==> src/pkg/ahd_pkg.sv <==
package ahd_pkg;

  // ----------------------------------------
  // command codes and feature value
  // ----------------------------------------
  localparam logic [7:0] CMD_FLUSH = 8'he7;
  localparam logic [7:0] CMD_FMT_TRACK = 8'h50;
  localparam logic [7:0] CMD_FMT_UNIT = 8'hf7;
  localparam logic [7:0] CMD_IDENT = 8'hec;
  localparam logic [7:0] CMD_ERASE_PREP = 8'hf3;
  localparam logic [7:0] FMT_UNIT_FEATURE = 8'h11;

  // ----------------------------------------
  // command block register addresses
  // ----------------------------------------
  localparam logic [2:0] REG_FEATURE = 3'h1;
  localparam logic [2:0] REG_COUNT = 3'h2;
  localparam logic [2:0] REG_SECTOR = 3'h3;
  localparam logic [2:0] REG_CYL_LO = 3'h4;
  localparam logic [2:0] REG_CYL_HI = 3'h5;
  localparam logic [2:0] REG_DEV_HEAD = 3'h6;
  localparam logic [2:0] REG_COMMAND = 3'h7;

  // ----------------------------------------
  // status and error fields
  // ----------------------------------------
  localparam int ST_BSY = 7;
  localparam int ST_RDY = 6;
  localparam int ST_DF = 5;
  localparam int ST_DSC = 4;
  localparam int ST_DRQ = 3;
  localparam int ST_ERR = 0;
  localparam int ERR_ABT = 2;
  localparam int DH_LBA = 6;
  localparam logic [7:0] STATUS_RESET = 8'h50;
  localparam logic [7:0] ERROR_RESET = 8'h00;

  // ----------------------------------------
  // geometry and transfer sizes
  // ----------------------------------------
  localparam logic [27:0] SECT_PER_TRACK = 28'h000003f;
  localparam logic [27:0] NUM_HEADS = 28'h0000010;
  localparam logic [7:0] LAST_WORD = 8'hff;

  // ----------------------------------------
  // identify words
  // ----------------------------------------
  localparam logic [15:0] ID_W0 = 16'h045a;
  localparam logic [15:0] ID_W1_CYLS = 16'h3fff;
  localparam logic [15:0] ID_W2_SPIN = 16'h37c8;
  localparam logic [15:0] ID_W2_PLAIN = 16'h37c0;
  localparam logic [15:0] ID_W3_HEADS = 16'h0010;
  localparam logic [15:0] ID_W6 = 16'h003f;
  localparam logic [15:0] ID_W20 = 16'h0003;
  localparam logic [15:0] ID_W21_BUF = 16'h0200;
  localparam logic [15:0] ID_W22 = 16'h0028;
  localparam logic [7:0] ID_W47_HI = 8'h80;
  localparam logic [7:0] ID_MULT_MAX = 8'h10;
  localparam logic [15:0] ID_W49 = 16'h0f00;
  localparam logic [15:0] ID_W89_ERASE = 16'h0020;
  localparam logic [7:0] ID_SIGNATURE = 8'ha5;
  localparam logic [159:0] ID_SERIAL = 160'h0;
  localparam logic [319:0] ID_MODEL = "GENERIC ATA DISK DRIVE                  ";
  localparam logic [7:0] ID_SER_FIRST = 8'h0a;
  localparam logic [7:0] ID_SER_LAST = 8'h13;
  localparam logic [7:0] ID_MOD_FIRST = 8'h1b;
  localparam logic [7:0] ID_MOD_LAST = 8'h2e;

  // ----------------------------------------
  // types
  // ----------------------------------------
  typedef enum logic [2:0] {
    S_IDLE, S_FLUSH_WAIT, S_FT_DATA, S_ZERO_REQ, S_ZERO_WAIT, S_FU_MERGE, S_ID_XFER
  } ahd_state_e;

  typedef struct packed {
    logic [7:0] sum;
  } ahd_ident_s;

  typedef struct packed {
    ahd_state_e st;
    logic [7:0] feat;
    logic [7:0] cnt;
    logic [7:0] sec;
    logic [7:0] cyl_lo;
    logic [7:0] cyl_hi;
    logic [7:0] dev_head;
    logic [7:0] status;
    logic [7:0] error;
    logic prep_done;
    logic [27:0] lba;
    logic [27:0] last_lba;
    logic [7:0] wcnt;
    logic [15:0] data;
    logic irq;
    logic flush_req;
    logic zero_wr;
    logic merge_req;
  } ahd_core_s;

endpackage

==> src/core/ahd_ident.sv <==
`timescale 1ns/1ps
module ahd_ident (
  // clock and reset
  input wire logic clk_i,
  input wire logic srst_i,
  // word request
  input wire logic start_i,
  input wire logic load_i,
  input wire logic [7:0] idx_i,
  input wire logic spinup_needed_i,
  // word out
  output logic [15:0] word_o
);

  ahd_pkg::ahd_ident_s st_ff;
  ahd_pkg::ahd_ident_s nxt_st;

  // ----------------------------------------
  // word table
  // ----------------------------------------
  function automatic logic [15:0] id_word(input logic [7:0] idx, input logic [7:0] sum);
    logic [7:0] k;
    k = 8'h00;
    if (idx >= ahd_pkg::ID_MOD_FIRST && idx <= ahd_pkg::ID_MOD_LAST) begin
      k = idx - ahd_pkg::ID_MOD_FIRST;
      return ahd_pkg::ID_MODEL[319 - 16 * k -: 16]; // RQ21
    end
    if (idx >= ahd_pkg::ID_SER_FIRST && idx <= ahd_pkg::ID_SER_LAST) begin
      k = idx - ahd_pkg::ID_SER_FIRST;
      return ahd_pkg::ID_SERIAL[159 - 16 * k -: 16]; // RQ21
    end
    unique case (idx)
      8'h00: return ahd_pkg::ID_W0; // RQ15
      8'h01: return ahd_pkg::ID_W1_CYLS;
      8'h02: return spinup_needed_i ? ahd_pkg::ID_W2_SPIN : ahd_pkg::ID_W2_PLAIN; // RQ16
      8'h03: return ahd_pkg::ID_W3_HEADS;
      8'h06: return ahd_pkg::ID_W6; // RQ17
      8'h14: return ahd_pkg::ID_W20; // RQ20
      8'h15: return ahd_pkg::ID_W21_BUF; // RQ19
      8'h16: return ahd_pkg::ID_W22;
      8'h2f: return {ahd_pkg::ID_W47_HI, ahd_pkg::ID_MULT_MAX}; // RQ18
      8'h31: return ahd_pkg::ID_W49;
      8'h59: return ahd_pkg::ID_W89_ERASE; // RQ22
      8'hff: return {8'(-(sum + ahd_pkg::ID_SIGNATURE)), ahd_pkg::ID_SIGNATURE}; // RQ23
      default: return 16'h0000;
    endcase
  endfunction

  // ----------------------------------------
  // running byte sum
  // ----------------------------------------
  always_comb begin
    nxt_st = st_ff;
    word_o = id_word(idx_i, st_ff.sum);
    if (start_i) begin
      nxt_st.sum = word_o[15:8] + word_o[7:0];
    end else if (load_i && idx_i != ahd_pkg::LAST_WORD) begin
      nxt_st.sum = st_ff.sum + word_o[15:8] + word_o[7:0]; // RQ23
    end
  end

  always_ff @(posedge clk_i) begin
    if (srst_i) begin
      st_ff <= '0;
    end else begin
      st_ff <= nxt_st;
    end
  end

endmodule

==> src/core/ahd_core.sv <==
`timescale 1ns/1ps
// Behaviour
// RQ1: flush writes cache out before good status
// RQ2: format track writes zeros, no read-back
// RQ3: accept format table sector, then ignore it
// RQ4: track formatted same regardless of numbering
// RQ5: lba from sector, cylinders and head nibble
// RQ6: lba mode formats track holding address
// RQ7: out-of-range format track address aborts; code aborts only when the track's first lba exceeds native_max_lba_i
// RQ8: format unit merges defects then clears sectors
// RQ9: format unit spans zero to native max
// RQ10: format unit without prior prepare aborts
// RQ11: host loads feature 11h for format unit
// RQ12: format unit never raises data request
// RQ13: host times format unit from word 89
// RQ14: identify sends exactly one sector data-in
// RQ15: word 0 marks fixed non-packet drive
// RQ16: word 2 reflects spin-up requirement
// RQ17: word 6 reports 63 sectors per track
// RQ18: word 47 holds 80h and multiple max
// RQ19: word 21 gives buffer size in sectors
// RQ20: word 20 reports controller type 3
// RQ21: serial and model words hold ascii
// RQ22: word 89 gives erase time over two
// RQ23: last word holds signature and checksum
// RQ24: completion clears busy, flags error, interrupts
module ahd_core (
  // clock and reset
  input wire logic clk_i,
  input wire logic srst_i,
  // command block register writes and status read
  input wire logic reg_wr_i,
  input wire logic [2:0] reg_addr_i,
  input wire logic [7:0] reg_wdata_i,
  input wire logic status_rd_i,
  // data port
  input wire logic data_rd_i,
  input wire logic data_wr_i,
  input wire logic [15:0] data_i,
  // drive configuration
  input wire logic [27:0] native_max_lba_i,
  input wire logic spinup_needed_i,
  // media engine
  input wire logic cache_dirty_i,
  input wire logic flush_done_i,
  input wire logic zero_done_i,
  input wire logic merge_done_i,
  // register file and interrupt
  output logic [7:0] status_o,
  output logic [7:0] error_o,
  output logic [15:0] data_o,
  output logic irq_o,
  // media requests
  output logic flush_req_o,
  output logic zero_wr_o,
  output logic [27:0] zero_lba_o,
  output logic merge_req_o
);

  ahd_pkg::ahd_core_s st_ff;
  ahd_pkg::ahd_core_s nxt_st;
  logic cmd_go;
  logic [7:0] cmd;
  logic [27:0] trk_start;
  logic [27:0] trk_end;
  logic id_start;
  logic id_load;
  logic [7:0] id_idx;
  logic [15:0] id_word;

  // ----------------------------------------
  // address helpers
  // ----------------------------------------
  function automatic logic [27:0] track_start(input logic [7:0] sec, input logic [7:0] cl,
                                               input logic [7:0] ch, input logic [7:0] dh);
    logic [27:0] lba;
    logic [27:0] chs;
    lba = {dh[3:0], ch, cl, sec}; // RQ5
    chs = ({12'h000, ch, cl} * ahd_pkg::NUM_HEADS + {24'h000000, dh[3:0]})
          * ahd_pkg::SECT_PER_TRACK;
    if (dh[ahd_pkg::DH_LBA]) begin
      return lba - (lba % ahd_pkg::SECT_PER_TRACK); // RQ6
    end
    return chs;
  endfunction

  function automatic logic [7:0] done_status(input logic err);
    logic [7:0] s;
    s = 8'h00;
    s[ahd_pkg::ST_RDY] = 1'b1;
    s[ahd_pkg::ST_DSC] = 1'b1;
    s[ahd_pkg::ST_ERR] = err;
    return s;
  endfunction

  function automatic logic [7:0] xfer_status();
    logic [7:0] s;
    s = done_status(1'b0);
    s[ahd_pkg::ST_DRQ] = 1'b1;
    return s;
  endfunction

  function automatic logic [7:0] busy_status();
    logic [7:0] s;
    s = done_status(1'b0);
    s[ahd_pkg::ST_BSY] = 1'b1;
    return s;
  endfunction

  assign cmd = reg_wdata_i;
  assign cmd_go = reg_wr_i && reg_addr_i == ahd_pkg::REG_COMMAND && st_ff.st == ahd_pkg::S_IDLE;
  assign trk_start = track_start(st_ff.sec, st_ff.cyl_lo, st_ff.cyl_hi, st_ff.dev_head);
  assign trk_end = (trk_start + ahd_pkg::SECT_PER_TRACK - 28'h0000001 > native_max_lba_i)
                   ? native_max_lba_i : trk_start + ahd_pkg::SECT_PER_TRACK - 28'h0000001;
  assign id_start = cmd_go && cmd == ahd_pkg::CMD_IDENT;
  assign id_load = id_start || (st_ff.st == ahd_pkg::S_ID_XFER && data_rd_i
                                && st_ff.wcnt != ahd_pkg::LAST_WORD);
  assign id_idx = id_start ? 8'h00 : (id_load ? st_ff.wcnt + 8'h01 : st_ff.wcnt);

  // ----------------------------------------
  // identify word source
  // ----------------------------------------
  ahd_ident u_ident (
    .clk_i(clk_i),
    .srst_i(srst_i),
    .start_i(id_start),
    .load_i(id_load),
    .idx_i(id_idx),
    .spinup_needed_i(spinup_needed_i),
    .word_o(id_word)
  );

  // ----------------------------------------
  // command sequencer
  // ----------------------------------------
  always_comb begin
    nxt_st = st_ff;
    nxt_st.flush_req = 1'b0;
    nxt_st.zero_wr = 1'b0;
    nxt_st.merge_req = 1'b0;
    if (status_rd_i) begin
      nxt_st.irq = 1'b0;
    end
    if (reg_wr_i && st_ff.st == ahd_pkg::S_IDLE) begin
      unique case (reg_addr_i)
        ahd_pkg::REG_FEATURE: nxt_st.feat = reg_wdata_i;
        ahd_pkg::REG_COUNT: nxt_st.cnt = reg_wdata_i;
        ahd_pkg::REG_SECTOR: nxt_st.sec = reg_wdata_i;
        ahd_pkg::REG_CYL_LO: nxt_st.cyl_lo = reg_wdata_i;
        ahd_pkg::REG_CYL_HI: nxt_st.cyl_hi = reg_wdata_i;
        ahd_pkg::REG_DEV_HEAD: nxt_st.dev_head = reg_wdata_i;
        default: ;
      endcase
    end
    unique case (st_ff.st)
      ahd_pkg::S_IDLE: begin
        if (cmd_go) begin
          nxt_st.prep_done = cmd == ahd_pkg::CMD_ERASE_PREP;
          nxt_st.error = 8'h00;
          nxt_st.status = busy_status();
          unique case (cmd)
            ahd_pkg::CMD_FLUSH: begin
              if (cache_dirty_i) begin
                nxt_st.flush_req = 1'b1; // RQ1
                nxt_st.st = ahd_pkg::S_FLUSH_WAIT;
              end else begin
                nxt_st.status = done_status(1'b0); // RQ24
                nxt_st.irq = 1'b1;
              end
            end
            ahd_pkg::CMD_FMT_TRACK: begin
              if (trk_start > native_max_lba_i) begin
                nxt_st.error[ahd_pkg::ERR_ABT] = 1'b1; // RQ7
                nxt_st.status = done_status(1'b1);
                nxt_st.irq = 1'b1;
              end else begin
                nxt_st.lba = trk_start; // RQ4
                nxt_st.last_lba = trk_end;
                nxt_st.wcnt = 8'h00;
                nxt_st.status = xfer_status(); // RQ3
                nxt_st.st = ahd_pkg::S_FT_DATA;
              end
            end
            ahd_pkg::CMD_FMT_UNIT: begin
              if (!st_ff.prep_done) begin
                nxt_st.error[ahd_pkg::ERR_ABT] = 1'b1; // RQ10
                nxt_st.status = done_status(1'b1);
                nxt_st.irq = 1'b1;
              end else begin
                nxt_st.merge_req = 1'b1; // RQ8
                nxt_st.st = ahd_pkg::S_FU_MERGE;
              end
            end
            ahd_pkg::CMD_IDENT: begin
              nxt_st.wcnt = 8'h00;
              nxt_st.data = id_word; // RQ14
              nxt_st.status = xfer_status();
              nxt_st.irq = 1'b1;
              nxt_st.st = ahd_pkg::S_ID_XFER;
            end
            ahd_pkg::CMD_ERASE_PREP: begin
              nxt_st.status = done_status(1'b0);
              nxt_st.irq = 1'b1;
            end
            default: begin
              nxt_st.error[ahd_pkg::ERR_ABT] = 1'b1;
              nxt_st.status = done_status(1'b1);
              nxt_st.irq = 1'b1;
            end
          endcase
        end
      end
      ahd_pkg::S_FLUSH_WAIT: begin
        if (flush_done_i) begin
          nxt_st.status = done_status(1'b0); // RQ1
          nxt_st.irq = 1'b1;
          nxt_st.st = ahd_pkg::S_IDLE;
        end
      end
      ahd_pkg::S_FT_DATA: begin
        if (data_wr_i) begin
          nxt_st.wcnt = st_ff.wcnt + 8'h01; // RQ3
          if (st_ff.wcnt == ahd_pkg::LAST_WORD) begin
            nxt_st.status = busy_status();
            nxt_st.st = ahd_pkg::S_ZERO_REQ;
          end
        end
      end
      ahd_pkg::S_ZERO_REQ: begin
        nxt_st.zero_wr = 1'b1; // RQ2
        nxt_st.st = ahd_pkg::S_ZERO_WAIT;
      end
      ahd_pkg::S_ZERO_WAIT: begin
        if (zero_done_i) begin
          if (st_ff.lba == st_ff.last_lba) begin
            nxt_st.status = done_status(1'b0); // RQ24
            nxt_st.irq = 1'b1;
            nxt_st.st = ahd_pkg::S_IDLE;
          end else begin
            nxt_st.lba = st_ff.lba + 28'h0000001;
            nxt_st.st = ahd_pkg::S_ZERO_REQ;
          end
        end
      end
      ahd_pkg::S_FU_MERGE: begin
        if (merge_done_i) begin
          nxt_st.lba = 28'h0000000; // RQ9
          nxt_st.last_lba = native_max_lba_i;
          nxt_st.st = ahd_pkg::S_ZERO_REQ;
        end
      end
      ahd_pkg::S_ID_XFER: begin
        if (data_rd_i) begin
          if (st_ff.wcnt == ahd_pkg::LAST_WORD) begin
            nxt_st.status = done_status(1'b0); // RQ14
            nxt_st.st = ahd_pkg::S_IDLE;
          end else begin
            nxt_st.wcnt = st_ff.wcnt + 8'h01;
            nxt_st.data = id_word;
          end
        end
      end
      default: nxt_st.st = ahd_pkg::S_IDLE;
    endcase
  end

  always_ff @(posedge clk_i) begin
    if (srst_i) begin
      st_ff <= '0;
      st_ff.st <= ahd_pkg::S_IDLE;
      st_ff.status <= ahd_pkg::STATUS_RESET;
      st_ff.error <= ahd_pkg::ERROR_RESET;
    end else begin
      st_ff <= nxt_st;
    end
  end

  // ----------------------------------------
  // outputs
  // ----------------------------------------
  assign status_o = st_ff.status;
  assign error_o = st_ff.error;
  assign data_o = st_ff.data;
  assign irq_o = st_ff.irq;
  assign flush_req_o = st_ff.flush_req;
  assign zero_wr_o = st_ff.zero_wr;
  assign zero_lba_o = st_ff.lba;
  assign merge_req_o = st_ff.merge_req;

  // ----------------------------------------
  // assertions
  // ----------------------------------------
  property p_flush_req;
    @(posedge clk_i) disable iff (srst_i)
    cmd_go && cmd == ahd_pkg::CMD_FLUSH && cache_dirty_i |=> flush_req_o ##1 status_o[7];
  endproperty
  a_flush_req: assert property (p_flush_req) else $error("flush not requested"); // RQ1

  property p_flush_hold;
    @(posedge clk_i) disable iff (srst_i)
    st_ff.st == ahd_pkg::S_FLUSH_WAIT && !flush_done_i |=> status_o[7] && !irq_o;
  endproperty
  a_flush_hold: assert property (p_flush_hold) else $error("flush done too early"); // RQ1

  property p_ft_abort;
    @(posedge clk_i) disable iff (srst_i)
    cmd_go && cmd == ahd_pkg::CMD_FMT_TRACK && trk_start > native_max_lba_i
    |=> error_o[2] && status_o[0] && !status_o[7] && irq_o;
  endproperty
  a_ft_abort: assert property (p_ft_abort) else $error("range abort missing"); // RQ7

  property p_zero_range;
    @(posedge clk_i) disable iff (srst_i)
    zero_wr_o |-> zero_lba_o <= native_max_lba_i && !status_o[3];
  endproperty
  a_zero_range: assert property (p_zero_range) else $error("zero write out of range"); // RQ9

  property p_fu_abort;
    @(posedge clk_i) disable iff (srst_i)
    cmd_go && cmd == ahd_pkg::CMD_FMT_UNIT && !st_ff.prep_done
    |=> error_o[2] && status_o[0] && !merge_req_o;
  endproperty
  a_fu_abort: assert property (p_fu_abort) else $error("unprepared format not aborted"); // RQ10

  property p_fu_nodrq;
    @(posedge clk_i) disable iff (srst_i)
    cmd_go && cmd == ahd_pkg::CMD_FMT_UNIT && st_ff.prep_done |=> merge_req_o
    ##0 (!status_o[3] throughout (st_ff.st != ahd_pkg::S_IDLE) [*2]);
  endproperty
  a_fu_nodrq: assert property (p_fu_nodrq) else $error("format unit raised drq"); // RQ12

  property p_id_word0;
    @(posedge clk_i) disable iff (srst_i)
    cmd_go && cmd == ahd_pkg::CMD_IDENT |=> data_o == ahd_pkg::ID_W0 && status_o[3];
  endproperty
  a_id_word0: assert property (p_id_word0) else $error("identify word 0 wrong"); // RQ15

  property p_id_end;
    @(posedge clk_i) disable iff (srst_i)
    st_ff.st == ahd_pkg::S_ID_XFER && data_rd_i && st_ff.wcnt == ahd_pkg::LAST_WORD
    |=> !status_o[3] && st_ff.st == ahd_pkg::S_IDLE;
  endproperty
  a_id_end: assert property (p_id_end) else $error("identify length wrong"); // RQ14

  property p_done_irq;
    @(posedge clk_i) disable iff (srst_i)
    $rose(irq_o) |-> !status_o[7] && (status_o[0] == (error_o != 8'h00));
  endproperty
  a_done_irq: assert property (p_done_irq) else $error("completion status wrong"); // RQ24

  c_flush: cover property (@(posedge clk_i) disable iff (srst_i)
    st_ff.st == ahd_pkg::S_FLUSH_WAIT && flush_done_i);
  c_ft_done: cover property (@(posedge clk_i) disable iff (srst_i)
    st_ff.st == ahd_pkg::S_ZERO_WAIT && zero_done_i && st_ff.lba == st_ff.last_lba);
  c_fu_merge: cover property (@(posedge clk_i) disable iff (srst_i)
    st_ff.st == ahd_pkg::S_FU_MERGE && merge_done_i);
  c_id_done: cover property (@(posedge clk_i) disable iff (srst_i)
    st_ff.st == ahd_pkg::S_ID_XFER && data_rd_i && st_ff.wcnt == ahd_pkg::LAST_WORD);

endmodule

==> config.mk <==
export PLATFORM = sky130hd
export DESIGN_NAME = ahd_core
export DESIGN_NICKNAME = d
export VERILOG_FILES = /design/src/pkg/ahd_pkg.sv /design/src/core/ahd_ident.sv /design/src/core/ahd_core.sv
export SDC_FILE = /design/constraint.sdc
export NUM_CORES = 1
export LEC_CHECK = 0
export BUFFER_PORTS_ARGS = -buffer_cell sky130_fd_sc_hd__buf_2
export CAP_MARGIN = 15
export CORE_AREA = 2 2 214 216
export DETAILED_ROUTE_END_ITERATION = 8
export DIE_AREA = 0 0 216 218
export PLACE_DENSITY = 0.75
export RECOVER_POWER = 25
export SETUP_SLACK_MARGIN = 0.5
export SYNTH_ARGS = -nofsm -noshare
export SYNTH_HDL_FRONTEND = slang
export SYNTH_SLANG_ARGS = --single-unit
==> constraint.sdc <==
create_clock -name clk_i -period 38.1 [get_ports clk_i]
set_input_delay 3.81 -clock clk_i [delete_from_list [all_inputs] [get_ports clk_i]]
set_output_delay 3.81 -clock clk_i [all_outputs]
set_load 0.03 [all_outputs]
==> results of run 1 <==
-- kinds of logic after synthesis --
group                      after synthesis  synth area share [%]
and+or+nand+nor                       1297                  27.3
DFF                                    130                  10.6
muxes                                   80                  3.38
buffers and inverters                  360                  6.74
adders and majority gates              226                  13.5
xor gates and xnor gates               229                  8.24
other                                    1                0.0153
AOI/OAI and AO/OA                     1034                  30.2
-- layout make-up --
cell class / instances / area (sq um)
clock inverter: 11 / 128
fill: 4341 / 19500
multi-input combinational: 2876 / 20200
clock buffer: 20 / 457
inverter: 180 / 676
timing repair buffer: 114 / 541
antenna: 1 / 2.50
sequential: 130 / 2600
tap: 600 / 751
-- how the worst max path moves through the flow --
stage	start	endpoint	slack, ns	cells after the start
detailed placement	st_ff[120]	st_ff[20]	6.96	110
global placement	st_ff[120]	st_ff[20]	7.10	110
global route	st_ff[120]	zero_lba_o[15]	3.64	109
CTS	st_ff[120]	st_ff[26]	6.76	111
floorplan	st_ff[114]	st_ff[20]	12.37	121
finish	st_ff[120]	zero_lba_o[25]	6.05	109
-- layer usage --
metal / up-vias / wire length (um)
met1: 11800 / 32200
met4: 6 / 1580
met3: 114 / 4740
met5: - / 43
met2: 920 / 32000
li1: 12300 / -
-- cell usage in the layout, fill, tap and decap left out, types with 24 or more instances in the layout --
master    synthesis  final
nor2_1          370    370
nand2_1         264    264
a21oi_1         217    217
o21ai_0         196    196
inv_1           176    176
ha_1            156    156
xnor2_1         150    150
dfxtp_1         130    129
nor3_1          108    107
nand3_1          96     96
xor2_1           78     78
a211oi_1         73     73
mux2i_1          69     69
fa_1             65     65
a21o_1           62     62
buf_2            20     62
and3_1           56     56
a22oi_1          56     56
and2_1           53     52
nand4_1          51     51
nor4_1           50     50
clkbuf_1         87     43
a31oi_1          42     42
nand2b_1         40     40
or3_1            34     34
o211ai_1         30     30
nor2b_1          29     29
o21a_1           29     29
or2_2            28     28
o21ai_1          25     24
-- worst max-delay path: cells and delay by family (launching register included) --
kind / cells / cell delay (ns)
xor gates and xnor gates: 5 / 1.77
muxes: 3 / 1.10
DFF: 1 / 0.82
buffers and inverters: 3 / 0.37
adders and majority gates: 4 / 0.93
and+or+nand+nor: 35 / 10.71
AOI/OAI and AO/OA: 59 / 16.01
-- flip-flops by register name (all words and copies together), names as in the netlist --
register / cells
status_o: 4
data_o: 16
zero_lba_o: 28
error_o: 1
irq_o: 1
zero_wr_o: 1
u_ident.st_ff: 8
merge_req_o: 1
flush_req_o: 1
st_ff: 69
-- through the flow --
step	std cells	util, %
finish	3932	56.6
global route	3931	56.6
CTS	3930	56.7
detailed placement	3899	55.4
global placement	3899	55.4
floorplan	3366	-
-- report_power, final --
| group | internal (mW) | switching, mW |
|---|---|---|
| combinational | 0.277 | 0.523 |
| clock | 0.0998 | 0.0697 |
| sequential | 0.137 | 0.00330 |
| total | 0.514 | 0.596 |
==> impl_results.md, run 1 <==
* Max-cap violations at 2
* Initial DRC Count at approximately 2100
* Average vias per placed instance at around 6.4
* Yosys cell types at 139
* Post-synth EDFFs at 0
* # H-tree levels at 4
* Drt wl/cell at 18.0 um
* Reg2reg path depth at 109
* Hold endpoint: status_o[3]
* Setup crit end kind: flop
* Synth Instances at around 3400
* Clock sinks at 130
* Final Cycle Share at about 84%
* Setup slack, reg-to-reg at just over 6 ns
* Clock Pin Slew Worst Setup and Hold Paths at ~0.060 ns
* Final Critical Period at between 30 and 40 ns
* Post-cts repair resize count at 0
* Core area at about 45000 sq um
* M2 GR Usage at around half
* Die ar. at about 47000 sq um
* PortBufs at approximately 100
* Global-route wire length before repair at roughly 110000 um
* Syn-to-layout area delta at 3.90%
* Placement-stage cell area at around 25000 sq um
* Biggest cell delay along the critical path at approximately 0.8 ns
* Hold Path Stages at 2
* Peak VDD IR at around 32 uV
* Pwr/cell area at around 44 nW/um^2
* Layer with the highest usage: met2
* Fin nets at roughly 3600
* Via count of the first global-routing pass at 22800
* Rows at ~80
* Slew HR at -136%
* Initial antenna violation count at 4
* Via Count at between 20000 and 30000
* FF-to-FF Start: st_ff[120]
* Post-place setup slack at approximately 7.0 ns
* Cts bufs inserted at 17
* CP arrival at between 30 and 40 ns
* Critical Path RT at 38.29 ns
* Min-delay worst type: reg -> reg
* TritonRoute pass-1 iters at 6
* IO Pins at 130
* Met1 Resource Use GR at 39.7%
* Flops & latches, synth at between 100 and 150
* Violated checks: capacitance limit, slew limit
* Fraction of layout cells with a size suffix above 1 at around 7.6%
* Top cell type's share of synthesized area at approximately a tenth
* GRT Resource Usage Total at between 20% and 30%
* Setup violators final at 0
* Leakage power at between 10 and 15 nW
* GPL Wtd Cong at 0.955
* CTS tree: yes
* Synth top area cells: dfxtp_1, ha_1, nor2_1
* RSZ-0062 raised after global routing: false
* Main flop type after synthesis: dfxtp_1
* Power consumption at approximately 1.1 mW
* CP max-delay cell: dfxtp_1
* Setup TNS at 0 ns
* Bufs on Longest Clock Path at 2
* Hold path start: status_o[3]
* Yosys top cell by area: dfxtp_1
* Cts hold-fix bufs at 0
* Final hold vios at 0
* DP Wirelength at 56000 um
* Most frequent cell after synthesis: nor2_1
* Asr flop ratio synth at 0%
* Post-Route WL at 70600 um
* Fin area at 25400 sq um
* Slew @ Worst Pin at ~3.5 ns
* Post-CTS setup buffer count at 0
* Post-synth top cells: nor2_1, nand2_1, a21oi_1, o21ai_0, inv_1
* Largest net degree at the start of global routing at 78
* FF-to-FF End: zero_lba_o[25]
* Crit-path max FO at 56
* Die extent in x at 216 um
* Slew Viols, Final at 134
* Antenna viol nets, final at 0
* PnR worst setup slack at between 6 and 7 ns
* Status: finished with violations
* Syn_area_per_cell at around 7.3 sq um
* Global-route track usage on met3 at under 10%
* Worst setup SP type: flop
* Clk root buf: clkbuf_16
* Fin Clk Skew at 0.0149 ns
* Seq/Total Area, Yosys at approximately a tenth
* Global route total overflow at 0
* Yosys Warn Count at 0
* Die extent in y at ~220 um
* Post-Synthesis Cell Area at 24400 sq um
* Highest clock rate at approximately 31 MHz
* Fin Hold WS at approximately 0.46 ns
* Cell mode on critical path: a21oi_1
* Clk Latency, worst-skew pair at 0.45 ns
* Post-route DRC at 0
* Starting Density at 54.4%
* CP Class: reg -> reg
No activity file was read; power rests on OpenSTA's default activity.
==> inputs of run 2 (changes only) <==
- ABC_AREA: not set -> 1
- CORE_AREA: 2 2 214 216 -> 2 2 232 234
- DIE_AREA: 0 0 216 218 -> 0 0 234 236
- clock period: 38.1 -> 31.9 ns (I/O delays scaled with it)
==> impl_results.md, run 2 <==
* Status: finished with violations (unchanged)
* Violated checks: capacitance limit, slew limit (unchanged)
* Layer with the highest usage: met2 (unchanged)
* Via count of the first global-routing pass at 26400 (was 22800)
* Cts bufs inserted at 17 (unchanged)
* Slew HR at -128% (was -136%)
* Largest net degree at the start of global routing at 73 (was 78)
* Synth top area cells: nand2_1, dfxtp_1, inv_1 (was dfxtp_1, ha_1, nor2_1)
* Most frequent cell after synthesis: nand2_1 (was nor2_1)
* Synth Instances at 4524 (was 3357)
* Crit-path leading delay family: simple AND/OR/NAND/NOR gates (was compound AO/OA/AOI/OAI gates)
* Clock Pin Slew Worst Setup and Hold Paths at 0.07 ns (was 0.06 ns)
* Yosys Warn Count at 0 (unchanged)
* Post-CTS setup buffer count at 0 (unchanged)
* # H-tree levels at 4 (unchanged)
* Setup crit end kind: flop (unchanged)
* Clk root buf: clkbuf_16 (unchanged)
* Worst setup SP type: flop (unchanged)
* Cts hold-fix bufs at 0 (unchanged)
* PnR worst setup slack at 4.03 ns (was 6.05 ns)
* M2 GR Usage at 47.5% (was 48.4%)
* Post-Synthesis Cell Area at 28800 sq um (was 24400 sq um)
* Biggest cell delay along the critical path at 0.68 ns (was 0.82 ns)
* Critical Path RT at 32.09 ns (was 38.29 ns)
* Top reg by flops: st_ff (unchanged)
* Post-place setup slack at 4.39 ns (was 6.96 ns)
* Initial antenna violation count at 0 (was 4)
* Die extent in y at 236 um (was 218 um)
* Fin Clk Skew at 0.0148 ns (was 0.0149 ns)
* Drt wl/cell at 15.2 um (was 18.0 um)
* CP max-delay cell: inv_1 (was dfxtp_1)
* Average vias per placed instance at 5.49 (was 6.41)
* Fraction of layout cells with a size suffix above 1 at 17.6% (was 7.63%)
* Yosys top cell by area: nand2_1 (was dfxtp_1)
* Die extent in x at 234 um (was 216 um)
* TritonRoute pass-1 iters at 6 (unchanged)
* Setup violators final at 0 (unchanged)
* Min-delay worst type: reg -> reg (unchanged)
* Asr flop ratio synth at 0% (unchanged)
* Via Count at 28700 (was 25200)
* Syn_area_per_cell at 6.37 sq um (was 7.28 sq um)
* Filler cells at 5303 (was 4341)
* Syn-to-layout area delta at 3.61% (was 3.90%)
* Highest clock rate at 35.9 MHz (was 31.2 MHz)
* Antenna viol nets, final at 0 (unchanged)
* Final Critical Period at 27.87 ns (was 32.05 ns)
* Final Cycle Share at 87.4% (was 84.1%)
* Initial DRC Count at 2072 (was 2137)
* Flops & latches, synth at 130 (unchanged)
* RSZ-0062 raised after global routing: false (unchanged)
* Commonest non-fill, non-tap cell in the layout: nand2_1 (was nor2_1)
* Global-route wire length before repair at 130000 um (was 115000 um)
* Commonest non-fill, non-tap cells in the layout: nand2_1, inv_1, nor2_1, nand3_1, o21ai_0 (was nor2_1, nand2_1, a21oi_1, o21ai_0, inv_1)
* Bufs on Longest Clock Path at 2 (unchanged)
* Clock sinks at 130 (unchanged)
* CP arrival at 28.06 ns (was 32.23 ns)
* Top cell type's share of synthesized area at 13.3% (was 10.6%)
* Fin nets at 4813 (was 3606)
* Max-cap violations at 1 (was 2)
* GRT Resource Usage Total at 28.5% (was 29.2%)
* Post-synth top cells: nand2_1, inv_1, nor2_1, nand3_1, o21ai_0 (was nor2_1, nand2_1, a21oi_1, o21ai_0, inv_1)
* Post-Route WL at 79500 um (was 70600 um)
* DP Wirelength at 65600 um (was 56000 um)
* Final hold vios at 0 (unchanged)
* Global route total overflow at 0 (unchanged)
* Setup slack, reg-to-reg at 4.03 ns (was 6.05 ns)
* Post-cts repair resize count at 0 (unchanged)
* Rows at 85 (was 78)
* Core area at 53100 sq um (was 44900 sq um)
* IO Pins at 130 (unchanged)
* Slew Viols, Final at 73 (was 134)
* Starting Density at 54.3% (was 54.4%)
* Met1 Resource Use GR at 38.9% (was 39.7%)
* Buffer and inverter count on the worst path at 19 (was 3)
* Clk Latency, worst-skew pair at 0.45 ns (about the same)
* ANT cells at 0 (was 1)
* Post-route DRC at 0 (unchanged)
* Seq/Total Area, Yosys at 9.03% (was 10.6%)
* GPL Wtd Cong at 1.02 (was 0.955)
* Setup TNS at 0 ns (unchanged)
* CTS tree: yes (unchanged)
* Yosys cell types at 86 (was 139)
* Post-synth EDFFs at 0 (unchanged)
* PortBufs at 103 (unchanged)
* Crit-path max FO at 34 (was 56)
* Slew @ Worst Pin at 3.42 ns (was 3.54 ns)
* Global-route track usage on met3 at 3.58% (was 3.57%)
* Cell mode on critical path: nand2_1 (was a21oi_1)
* Max reg flops at 69 (unchanged)
* CP Class: reg -> reg (unchanged)
* Die ar. at 55200 sq um (was 47100 sq um)
* Main flop type after synthesis: dfxtp_1 (unchanged)
run 2: cell count changes in the layout (fill, tap and decap cells not counted), sizes merged, moves of 65 or more:
| cell | before | now |
|---|---|---|
| nand2 | 266 | 1319 |
| a211oi | 81 | 16 |
| nand4 | 53 | 119 |
| mux2i | 69 | 0 |
| nor2 | 374 | 476 |
| nand3 | 97 | 433 |
| xnor2 | 151 | 49 |
| inv | 179 | 690 |
run 2: area by class of cell:
cell class | instances | area [sq um] | area share [%]
clock buffers | 17 | 425 | 1.43
clock inverters | 14 | 201 | 0.675
inverters | 712 | 2770 | 9.28
multi-input cells | 3552 | 22400 | 75.2
flip-flops and latches | 130 | 2600 | 8.72
well taps | 696 | 871 | 2.92
repair buffers | 113 | 531 | 1.78
run 2: worst reg2reg max path, delay by kind of cell (launching register included):
family	cells	cell delay [ns]
AOI/OAI and AO/OA	13	2.31
xor gates and xnor gates	3	0.55
adders and majority gates	5	1.23
buffers and inverters	19	2.24
DFF	1	0.65
and+or+nand+nor	145	20.67
run 2: cell families after synthesis:
kind of cell             synth area share, %
AO/OA/AOI/OAI                           14.0
AND/OR/NAND/NOR                         47.5
other                                 0.0130
flip-flops                              9.03
XOR/XNOR                                5.02
adder cells (fa/ha/maj)                 11.3
buffers and inverters                   13.2
run 2: worst paths after layout:
| check | start | endpoint | cells after the start |
|---|---|---|---|
| worst max-delay path | st_ff[110] | st_ff[46] | 185 |
| worst min-delay path | status_o[0] | status_o[0] | 2 |
| worst max register to register | st_ff[110] | st_ff[46] | 185 |
| worst min register to register | status_o[0] | status_o[0] | 2 |
run 2: through the flow:
stage / std cells / hold WS, ns / util, % / area, sq um
finish: 5234 / 0.472 / 56.2 / 29800
detailed placement: 5203 / 0.459 / 55.2 / 29300
floorplan: 4533 / 0.434 / - / 28800
CTS: 5234 / 0.469 / 56.4 / 29900
global route: 5234 / 0.487 / 56.2 / 29800
global placement: 5203 / 0.453 / 55.2 / 29300
run 2: metal layers:
layer	vias up	part of all wire [%]
met3	115	5.8
li1	14700	-
met2	813	46
met5	-	0
met4	0	2.1
met1	13100	46
Power of run 2 is not shown: default switching activity piles up to over one toggle a cycle in this logic, so the estimate is an artifact.
